File: src/i2c_slave_map.svh
// Register offsets, field positions, reset values and timing constants of the I2C slave.
`ifndef I2C_SLAVE_MAP_SVH
`define I2C_SLAVE_MAP_SVH

`define OFS_CTRL0       5'h00
`define OFS_CTRL1       5'h04
`define OFS_DATA        5'h08
`define OFS_OWN_ADDR    5'h0c
`define OFS_TIMEOUT     5'h10
`define OFS_IRQ_EN      5'h14

`define CTRL0_FSEL_HI   7
`define CTRL0_FSEL_LO   5
`define CTRL0_ENABLE    1
`define CTRL0_FSEL_POR  3'h7
`define FSEL_I2C_SLAVE  3'h6

`define CTRL1_BYTE_DONE 7
`define CTRL1_ADDR_HIT  6
`define CTRL1_BUSY      5
`define CTRL1_TX_SEL    4
`define CTRL1_ACK_SEND  3
`define CTRL1_RW        2
`define CTRL1_ACK_RX    0

`define TOC_ENABLE      7
`define TOC_FLAG        6
`define TOC_SEL_HI      5
`define TOC_SEL_LO      0

`define SYS_CLK_HZ      20000000
`define SUB_CLK_HZ      32768
`define SUB_DIV_POR     (`SYS_CLK_HZ / `SUB_CLK_HZ)
`define TO_UNIT_TICKS   32

`endif

File: src/i2c_slave_pkg.sv
// Types shared by the I2C slave files.
package i2c_slave_pkg;
    typedef logic [31:0] bus_word_t;
    typedef logic [4:0]  bus_addr_t;
    typedef enum logic [3:0] {
        st_idle,
        st_addr,
        st_addr_ack,
        st_hold,
        st_rx,
        st_rx_ack,
        st_tx,
        st_tx_ack,
        st_wait_stop
    } slave_state_t;
endpackage

File: src/i2c_slave_timeout.sv
// I2C slave with address match, byte transfer, clock hold and bus time-out.
// Contract
// - START is SDA falling while SCL high; set busy.
// - Shift seven address bits MSB first, compare own.
// - Address match sets flag and raises interrupt.
// - Eighth bit goes to read/write flag.
// - Matched address gets low acknowledge on ninth clock.
// - One interrupt for match, byte done, time-out.
// - Hold SCL low until data write or read.
// - Data bytes are eight bits, MSB first.
// - Receiver drives ack-to-send on ninth clock.
// - Transmitter on NACK releases SDA, awaits STOP.
// - Received bytes land in data register.
// - Time-out counts after match, cleared by SCL fall.
// - Period elapsing declares time-out; STOP halts counting.
// - Overflow stops counter, clears enable, sets flag.
// - Time-out resets slave and second control register.
// - Period is select plus one times 32.
// - Control holds enable, flag, select; flag clearable.
// - Byte-done clears during transfer, sets on completion.
// - STOP clears the bus busy flag.
// - Ninth-clock master acknowledge goes to received flag.
//
// Register access over Avalon-MM and the register addresses are this design's own decisions.
`include "i2c_slave_map.svh"

module i2c_slave_timeout #(
    parameter int SUB_DIV = `SUB_DIV_POR
) (
    input  wire logic                      ref_clk_i,
    input  wire logic                      rst_i,
    input  wire i2c_slave_pkg::bus_addr_t  address_i,
    input  wire logic                      read_i,
    input  wire logic                      write_i,
    input  wire i2c_slave_pkg::bus_word_t  writedata_i,
    input  wire logic [3:0]                byteenable_i,
    output i2c_slave_pkg::bus_word_t       readdata_o,
    output wire logic                      waitrequest_o,
    input  wire logic                      scl_i,
    input  wire logic                      sda_i,
    output wire logic                      scl_o,
    output wire logic                      scl_oe_o,
    output wire logic                      sda_o,
    output wire logic                      sda_oe_o,
    output logic                           irq_o
);
    import i2c_slave_pkg::*;

    localparam int DIV_W = $clog2(SUB_DIV);

    if (SUB_DIV < 2) begin : g_div_check
        $error("SUB_DIV must be at least 2");
    end

    function automatic logic [10:0] timeout_last(input logic [5:0] sel);
        return 11'((({5'h0, sel} + 11'd1) * 11'(`TO_UNIT_TICKS)) - 11'd1);
    endfunction

    logic         scl_s;
    logic         sda_s;
    logic         scl_rise;
    logic         scl_fall;
    logic         start_det;
    logic         stop_det;
    logic         ack_q;
    logic         rd_take;
    logic         wr_take;
    logic [2:0]   function_select;
    logic         interface_enable;
    logic [6:0]   own_address_reg;
    logic         serial_irq_enable;
    logic [7:0]   serial_data_reg;
    logic         byte_done_flag;
    logic         addr_match_flag;
    logic         bus_busy_flag;
    logic         transmit_select;
    logic         ack_to_send;
    logic         read_write_flag;
    logic         ack_received_flag;
    logic         timeout_enable;
    logic         timeout_flag;
    logic [5:0]   timeout_select;
    slave_state_t state;
    logic [3:0]   bit_cnt;
    logic [7:0]   shift;
    logic         sda_drive;
    logic         scl_hold;
    logic [DIV_W-1:0] div_cnt;
    logic         sub_tick;
    logic         to_run;
    logic [10:0]  to_cnt;
    logic         to_over;
    logic         active;
    logic         addr_end;
    logic         addr_hit;
    logic         data_end;
    logic         release_go;

    i2c_line_sync u_sync (
        .ref_clk_i  (ref_clk_i),
        .rst_i      (rst_i),
        .scl_i      (scl_i),
        .sda_i      (sda_i),
        .scl_o      (scl_s),
        .sda_o      (sda_s),
        .scl_rise_o (scl_rise),
        .scl_fall_o (scl_fall),
        .start_o    (start_det),
        .stop_o     (stop_det)
    );

    // Every access waits exactly one cycle so read data can come from a flop.
    assign waitrequest_o = (read_i | write_i) & ~ack_q;
    assign rd_take       = read_i & ack_q;
    assign wr_take       = write_i & ack_q & byteenable_i[0];

    always_ff @(posedge ref_clk_i) begin
        if (rst_i) begin
            ack_q <= 1'b0;
        end else begin
            ack_q <= (read_i | write_i) & ~ack_q;
        end
    end

    always_ff @(posedge ref_clk_i) begin
        if (rst_i) begin
            readdata_o <= '0;
        end else if (read_i & ~ack_q) begin
            case (address_i)
                `OFS_CTRL0:    readdata_o <= {24'h0, function_select, 3'h0,
                                              interface_enable, 1'b0};
                `OFS_CTRL1:    readdata_o <= {24'h0, byte_done_flag, addr_match_flag,
                                              bus_busy_flag, transmit_select, ack_to_send,
                                              read_write_flag, 1'b0, ack_received_flag};
                `OFS_DATA:     readdata_o <= {24'h0, serial_data_reg};
                `OFS_OWN_ADDR: readdata_o <= {24'h0, own_address_reg, 1'b0};
                `OFS_TIMEOUT:  readdata_o <= {24'h0, timeout_enable, timeout_flag,
                                              timeout_select};
                `OFS_IRQ_EN:   readdata_o <= {31'h0, serial_irq_enable};
                default:       readdata_o <= '0;
            endcase
        end
    end

    always_ff @(posedge ref_clk_i) begin
        if (rst_i) begin
            function_select   <= `CTRL0_FSEL_POR;
            interface_enable  <= 1'b0;
            own_address_reg   <= 7'h00;
            serial_irq_enable <= 1'b0;
        end else if (wr_take) begin
            if (address_i == `OFS_CTRL0) begin
                function_select  <= writedata_i[`CTRL0_FSEL_HI:`CTRL0_FSEL_LO];
                interface_enable <= writedata_i[`CTRL0_ENABLE];
            end
            if (address_i == `OFS_OWN_ADDR) begin
                own_address_reg <= writedata_i[7:1];
            end
            if (address_i == `OFS_IRQ_EN) begin
                serial_irq_enable <= writedata_i[0];
            end
        end
    end

    assign active     = interface_enable && (function_select == `FSEL_I2C_SLAVE);
    assign addr_hit   = (shift[7:1] == own_address_reg);
    assign addr_end   = (state == st_addr) && scl_fall && (bit_cnt == 4'd8);
    assign data_end   = ((state == st_rx) || (state == st_tx)) && scl_fall
                        && (bit_cnt == 4'd8);
    assign release_go = (state == st_hold) && (address_i == `OFS_DATA)
                        && (transmit_select ? wr_take : rd_take);

    // A time-out or a disabled interface drops the slave back to idle at once.
    always_ff @(posedge ref_clk_i) begin
        if (rst_i || !active || to_over) begin
            state     <= st_idle;
            bit_cnt   <= 4'd0;
            shift     <= 8'h00;
            sda_drive <= 1'b0;
            scl_hold  <= 1'b0;
        end else if (start_det) begin
            state     <= st_addr;
            bit_cnt   <= 4'd0;
            sda_drive <= 1'b0;
            scl_hold  <= 1'b0;
        end else if (stop_det) begin
            state     <= st_idle;
            sda_drive <= 1'b0;
            scl_hold  <= 1'b0;
        end else begin
            case (state)
                st_addr: begin
                    if (scl_rise) begin
                        shift   <= {shift[6:0], sda_s};
                        bit_cnt <= bit_cnt + 4'd1;
                    end else if (addr_end) begin
                        bit_cnt <= 4'd0;
                        if (addr_hit) begin
                            state     <= st_addr_ack;
                            sda_drive <= 1'b1;
                        end else begin
                            state <= st_wait_stop;
                        end
                    end
                end
                st_addr_ack, st_rx_ack: begin
                    if (scl_fall) begin
                        sda_drive <= 1'b0;
                        scl_hold  <= 1'b1;
                        state     <= st_hold;
                    end
                end
                st_hold: begin
                    if (release_go) begin
                        scl_hold <= 1'b0;
                        bit_cnt  <= 4'd0;
                        if (transmit_select) begin
                            sda_drive <= ~writedata_i[7];
                            shift     <= {writedata_i[6:0], 1'b0};
                            state     <= st_tx;
                        end else begin
                            state <= st_rx;
                        end
                    end
                end
                st_rx: begin
                    if (scl_rise) begin
                        shift   <= {shift[6:0], sda_s};
                        bit_cnt <= bit_cnt + 4'd1;
                    end else if (data_end) begin
                        sda_drive <= ~ack_to_send;
                        state     <= st_rx_ack;
                    end
                end
                st_tx: begin
                    if (scl_rise) begin
                        bit_cnt <= bit_cnt + 4'd1;
                    end else if (data_end) begin
                        sda_drive <= 1'b0;
                        state     <= st_tx_ack;
                    end else if (scl_fall) begin
                        sda_drive <= ~shift[7];
                        shift     <= {shift[6:0], 1'b0};
                    end
                end
                st_tx_ack: begin
                    if (scl_fall) begin
                        if (ack_received_flag) begin
                            state <= st_wait_stop;
                        end else begin
                            scl_hold <= 1'b1;
                            state    <= st_hold;
                        end
                    end
                end
                st_idle, st_wait_stop: begin
                    state <= state;
                end
                default: begin
                    state <= st_idle;
                end
            endcase
        end
    end

    // The SDA and SCL outputs are tied low and only their drive enables change; both pins are open drain.
    assign sda_o    = 1'b0;
    assign scl_o    = 1'b0;
    assign sda_oe_o = sda_drive;
    assign scl_oe_o = scl_hold;

    always_ff @(posedge ref_clk_i) begin
        if (rst_i || to_over) begin
            transmit_select <= 1'b0;
            ack_to_send     <= 1'b0;
        end else if (wr_take && (address_i == `OFS_CTRL1)) begin
            transmit_select <= writedata_i[`CTRL1_TX_SEL];
            ack_to_send     <= writedata_i[`CTRL1_ACK_SEND];
        end
    end

    // Status flags go to their reset values whenever the interface is off.
    always_ff @(posedge ref_clk_i) begin
        if (rst_i || !active || to_over) begin
            byte_done_flag    <= 1'b1;
            addr_match_flag   <= 1'b0;
            bus_busy_flag     <= 1'b0;
            read_write_flag   <= 1'b0;
            ack_received_flag <= 1'b1;
        end else begin
            if (start_det) begin
                bus_busy_flag   <= 1'b1;
                addr_match_flag <= 1'b0;
            end else if (stop_det) begin
                bus_busy_flag   <= 1'b0;
                addr_match_flag <= 1'b0;
            end else if (addr_end && addr_hit) begin
                addr_match_flag <= 1'b1;
                read_write_flag <= shift[0];
            end
            if (data_end) begin
                byte_done_flag <= 1'b1;
            end else if (release_go) begin
                byte_done_flag <= 1'b0;
            end
            if ((state == st_tx_ack) && scl_rise) begin
                ack_received_flag <= sda_s;
            end
        end
    end

    always_ff @(posedge ref_clk_i) begin
        if (rst_i) begin
            serial_data_reg <= 8'h00;
        end else if ((state == st_rx) && data_end) begin
            serial_data_reg <= shift;
        end else if (wr_take && (address_i == `OFS_DATA)) begin
            serial_data_reg <= writedata_i[7:0];
        end
    end

    // The sub clock is only an enable pulse derived from the system clock.
    always_ff @(posedge ref_clk_i) begin
        if (rst_i || (div_cnt == DIV_W'(SUB_DIV - 1))) begin
            div_cnt <= '0;
        end else begin
            div_cnt <= div_cnt + 1'b1;
        end
    end

    assign sub_tick = (div_cnt == DIV_W'(SUB_DIV - 1));
    assign to_over  = to_run && sub_tick && (to_cnt == timeout_last(timeout_select));

    // A flag set by an overflow wins over a clearing write in the same cycle.
    always_ff @(posedge ref_clk_i) begin
        if (rst_i) begin
            timeout_enable <= 1'b0;
            timeout_flag   <= 1'b0;
            timeout_select <= 6'h00;
        end else begin
            if (wr_take && (address_i == `OFS_TIMEOUT)) begin
                timeout_enable <= writedata_i[`TOC_ENABLE];
                timeout_flag   <= writedata_i[`TOC_FLAG];
                timeout_select <= writedata_i[`TOC_SEL_HI:`TOC_SEL_LO];
            end
            if (to_over) begin
                timeout_enable <= 1'b0;
                timeout_flag   <= 1'b1;
            end
        end
    end

    always_ff @(posedge ref_clk_i) begin
        if (rst_i || to_over || stop_det || !active || !timeout_enable) begin
            to_run <= 1'b0;
        end else if (addr_end && addr_hit) begin
            to_run <= 1'b1;
        end
    end

    always_ff @(posedge ref_clk_i) begin
        if (rst_i || !to_run || scl_fall) begin
            to_cnt <= 11'd0;
        end else if (sub_tick) begin
            to_cnt <= to_cnt + 11'd1;
        end
    end

    always_ff @(posedge ref_clk_i) begin
        if (rst_i) begin
            irq_o <= 1'b0;
        end else begin
            irq_o <= serial_irq_enable && ((addr_end && addr_hit) || data_end || to_over);
        end
    end
endmodule

File: src/i2c_line_sync.sv
// Synchroniser and edge, START and STOP detector for the two bus lines.
module i2c_line_sync (
    input  wire logic ref_clk_i,
    input  wire logic rst_i,
    input  wire logic scl_i,
    input  wire logic sda_i,
    output wire logic scl_o,
    output wire logic sda_o,
    output wire logic scl_rise_o,
    output wire logic scl_fall_o,
    output wire logic start_o,
    output wire logic stop_o
);
    logic scl_ff1;
    logic scl_ff2;
    logic scl_q;
    logic sda_ff1;
    logic sda_ff2;
    logic sda_q;

    // The idle bus is high, so the chain resets to ones to avoid a false edge.
    always_ff @(posedge ref_clk_i) begin
        if (rst_i) begin
            scl_ff1 <= 1'b1;
            scl_ff2 <= 1'b1;
            scl_q   <= 1'b1;
            sda_ff1 <= 1'b1;
            sda_ff2 <= 1'b1;
            sda_q   <= 1'b1;
        end else begin
            scl_ff1 <= scl_i;
            scl_ff2 <= scl_ff1;
            scl_q   <= scl_ff2;
            sda_ff1 <= sda_i;
            sda_ff2 <= sda_ff1;
            sda_q   <= sda_ff2;
        end
    end

    assign scl_o      = scl_ff2;
    assign sda_o      = sda_ff2;
    assign scl_rise_o = scl_ff2 & ~scl_q;
    assign scl_fall_o = ~scl_ff2 & scl_q;
    assign start_o    = scl_ff2 & scl_q & ~sda_ff2 & sda_q;
    assign stop_o     = scl_ff2 & scl_q & sda_ff2 & ~sda_q;
endmodule

File: config.mk
export PLATFORM = sky130hd
export DESIGN_NAME = i2c_slave_timeout
export DESIGN_NICKNAME = d
export VERILOG_FILES = /design/src/i2c_slave_pkg.sv /design/src/i2c_slave_timeout.sv /design/src/i2c_line_sync.sv
export VERILOG_INCLUDE_DIRS = /design/src
export SDC_FILE = /design/constraint.sdc
export NUM_CORES = 1
export LEC_CHECK = 0
export BUFFER_PORTS_ARGS = -buffer_cell sky130_fd_sc_hd__buf_2
export CORE_ASPECT_RATIO = 1.25
export CORE_UTILIZATION = 50
export CTS_CLUSTER_SIZE = 12
export DETAILED_ROUTE_END_ITERATION = 8
export HOLD_SLACK_MARGIN = 0.03
export PLACE_DENSITY = 0.76
export SLEW_MARGIN = 30
export SYNTH_ARGS = -nofsm -noshare
export SYNTH_HDL_FRONTEND = slang
export SYNTH_HIERARCHICAL = 1
export SYNTH_SLANG_ARGS = --single-unit
File: constraint.sdc
create_clock -name ref_clk_i -period 2.85 [get_ports ref_clk_i]
set_input_delay 0.855 -clock ref_clk_i [delete_from_list [all_inputs] [get_ports ref_clk_i]]
set_output_delay 0.855 -clock ref_clk_i [all_outputs]
set_load 0.1 [all_outputs]
==> run metrics <==
actual slew at the worst max-slew pin=between 0.7 and 0.8 ns; library cells used by synthesis=between 60 and 70; NumNets Final=689; combinational power share=10.1%; largest net degree at the start of global routing=30; clk_lat worst skew=roughly 0.35 ns; Clock Power Share=approximately 42%; CTS buffer count=9; post-detail-place hpwl=between 8 and 9 mm; Clock Sinks=91; Final Total Pwr=between 2000 and 3000 uW; dominant synthesized flop cell=dfxtp_1; H-tree depth=3; Mapped Area=about 0.0050 mm2; clock tree root buffer cell=clkbuf_16; global-route wire length before repair=roughly 20 mm; Die Y=between 100 and 150 um; io pins=between 80 and 90; Sw Share=between 20 and 30%; Slew headroom=about 49%; post-CTS setup buffers=0; r2r setup slk=about 0.4 ns; total grt overflow=0; post-CTS sizing=0; CTS clock-pin slew for the worst setup and hold paths=roughly 0.07 ns; TritonCTS clock tree=built; Finished Layout Cells=approximately 770; Post-synth EDFFs=0; GPL Wtd Cong=0.911; Worst Skew=approximately 0.0085 ns; fraction of layout cells with a size suffix above 1=between 15 and 20%; GR Util All Layers=between 20% and 30%; core area=between 0.009 and 0.01 mm2; syn_area_per_cell=about 8.3 um2; Leak Pwr=around 0.0020 uW; Mapped Cells=602; Die X=~91 um; outcome=finished, final reports clean; Setup violations, final=0; sw power=between 700 and 800 uW; vias=approximately 4,500; Regs by FF count=to_cnt x11, div_cnt x10; # DRC=0; port bufs=31; Yosys Warn Count=6; Pwr Density=~490 mW/mm2; ANT cells=0; unrepaired setup endpoints after global routing=no; 1st-iter DRT viols=between 400 and 500; CP max FO=5; antenna viol nets, final=0; sequential share of power=around 48%; fin. max-slew vios=0; Worst Hold Slack=a little over 0.4 ns; DRT Wirelength=11.8 mm; hold-fix buffers at CTS=0; Maximum Capacitance Violations=0; setup ws final=0.336 ns; final hold vios=0; Internal Power=about 1900 uW; synthesized flop and latch total=just over 90; placed insts=750; final worst path period need=~2.5 ns; DR vias/cell=~5.8; GRT busiest layer=met2; Rows=40; Max Clk Rate=0.398 GHz; CP Capture Type=flop; area grow syn2layout=11.1%; grt met1 use=between 20% and 30%; met2 GRT Util=between 30% and 40%; Required @ worst endpoint=3.09 ns; WS Path Type=in -> reg; WP data arrival=2.76 ns; initial core utilization=51.8%; dpl ws=-0.0317 ns; Reg with most FFs=to_cnt; initial antenna violation count=0; clk buf depth=2; max FFs per register=11; number of global-route vias before repair=4,124; Critical Path Start Type=primary input; Synth async-reset ratio=0%; drt pass-1 iters=7; met3 usage=4.20%; maximum vdd drop=between 200 and 300 uV; wire per inst=approximately 15 um; worst hold path type=reg -> reg; final worst-path cycle share=around nine tenths; sequential share of the synthesized area=between 30% and 40%; Die ar.=approximately 0.010 mm2
[worst max-delay path: stages]
cell,delay (ns)
buf_2,0.10
or3_1,0.42
a2111oi_4,0.28
buf_4,0.21
nor2_2,0.09
nor4_4,0.30
nand3b_1,0.13
a2111oi_2,0.36
[cells in the final DEF (no fill, tap or decap), drive strengths merged, types with 4 or more instances in the layout]
cell / Yosys / final
nand2: 48 / 48
clkbuf: 24 / 9
mux2: 7 / 7
or2: 11 / 11
nand3: 38 / 38
nor2b: 4 / 4
nor3b: 4 / 4
xor2: 11 / 11
o21ai: 12 / 12
nor3: 27 / 27
a211oi: 11 / 11
or3: 6 / 6
nand2b: 9 / 9
conb: 1 / 26
a21oi: 47 / 47
inv: 13 / 16
a22oi: 17 / 17
buf: 34 / 55
xnor2: 21 / 21
nand4: 8 / 8
ha: 7 / 7
nor2: 61 / 61
and3: 6 / 6
mux2i: 28 / 28
nor4: 8 / 8
dfxtp: 91 / 91
[path summary, 6_finish.rpt]
path,startpoint,to,depth (start not counted)
max,address_i[2],bit_cnt[2]$_SDFFE_PP0P_,8
min,u_sync/scl_ff1$_SDFF_PP1_,u_sync/scl_o$_SDFF_PP1_,1
min reg2reg,u_sync/scl_ff1$_SDFF_PP1_,u_sync/scl_o$_SDFF_PP1_,1
max reg2reg,timeout_select[0]$_SDFFE_PP0P_,bit_cnt[0]$_SDFFE_PP0P_,7
[synthesized netlist by cell type (13+ instances only)]
cell	number	share of area, %
mux2i_1	28	5.6
nor3_1	25	2.5
buf_4	28	4.2
inv_1	13	0.97
a22oi_1	17	2.5
dfxtp_1	91	36
a21oi_1	46	4.6
nand3_1	38	3.8
clkbuf_1	24	1.8
xnor2_1	21	3.7
nand2_1	48	3.6
nor2_1	60	4.5
[metal layers]
| metal | vias up | routed length (um) |
|---|---|---|
| li1 | 2174 | - |
| met1 | 2080 | 4910 |
| met2 | 167 | 5810 |
| met3 | 33 | 716 |
| met4 | 0 | 403 |
| met5 | - | 0 |
[cell type report]
cell class | instances | area, um2
inverter | 13 | 48.8
clock buffer | 9 | 225
sequential | 91 | 1820
clock inverter | 7 | 60.1
multi-input combinational | 465 | 2900
fill | 856 | 4100
timing repair buffer | 55 | 348
tap | 126 | 158
[power groups by stage]
stage	sequential [uW]	clock, uW	combinational (uW)
after floorplan	1320	0	249
after global placement	1320	0	267
after detailed placement	1320	0	271
after CTS	1290	1160	272
after global routing	1290	1210	287
final	1290	1140	273
[through the flow]
stage / setup TNS [ns] / utilization [%] / cell area (um2)
2_1_floorplan: 0 / - / 5100
3_3_place_gp: 0 / 54.7 / 5280
3_5_place_dp: -0.0317 / 54.7 / 5280
4_1_cts: 0 / 57.6 / 5560
5_1_grt: 0 / 57.6 / 5560
6_report: 0 / 57.6 / 5560
[kinds of logic (layout without fill, tap and decap cells)]
logic type	count (synthesis)	count (layout)	synth area share (%)
compound gates	117	117	15.8
simple gates	248	248	25.6
buf+inv	71	84	7.55
mux	35	35	7.17
other cells	1	26	0.0749
flops	91	91	36.4
fa+ha+maj	7	7	1.75
xor+xnor	32	32	5.60
No activity file was read; power rests on OpenSTA's default activity.
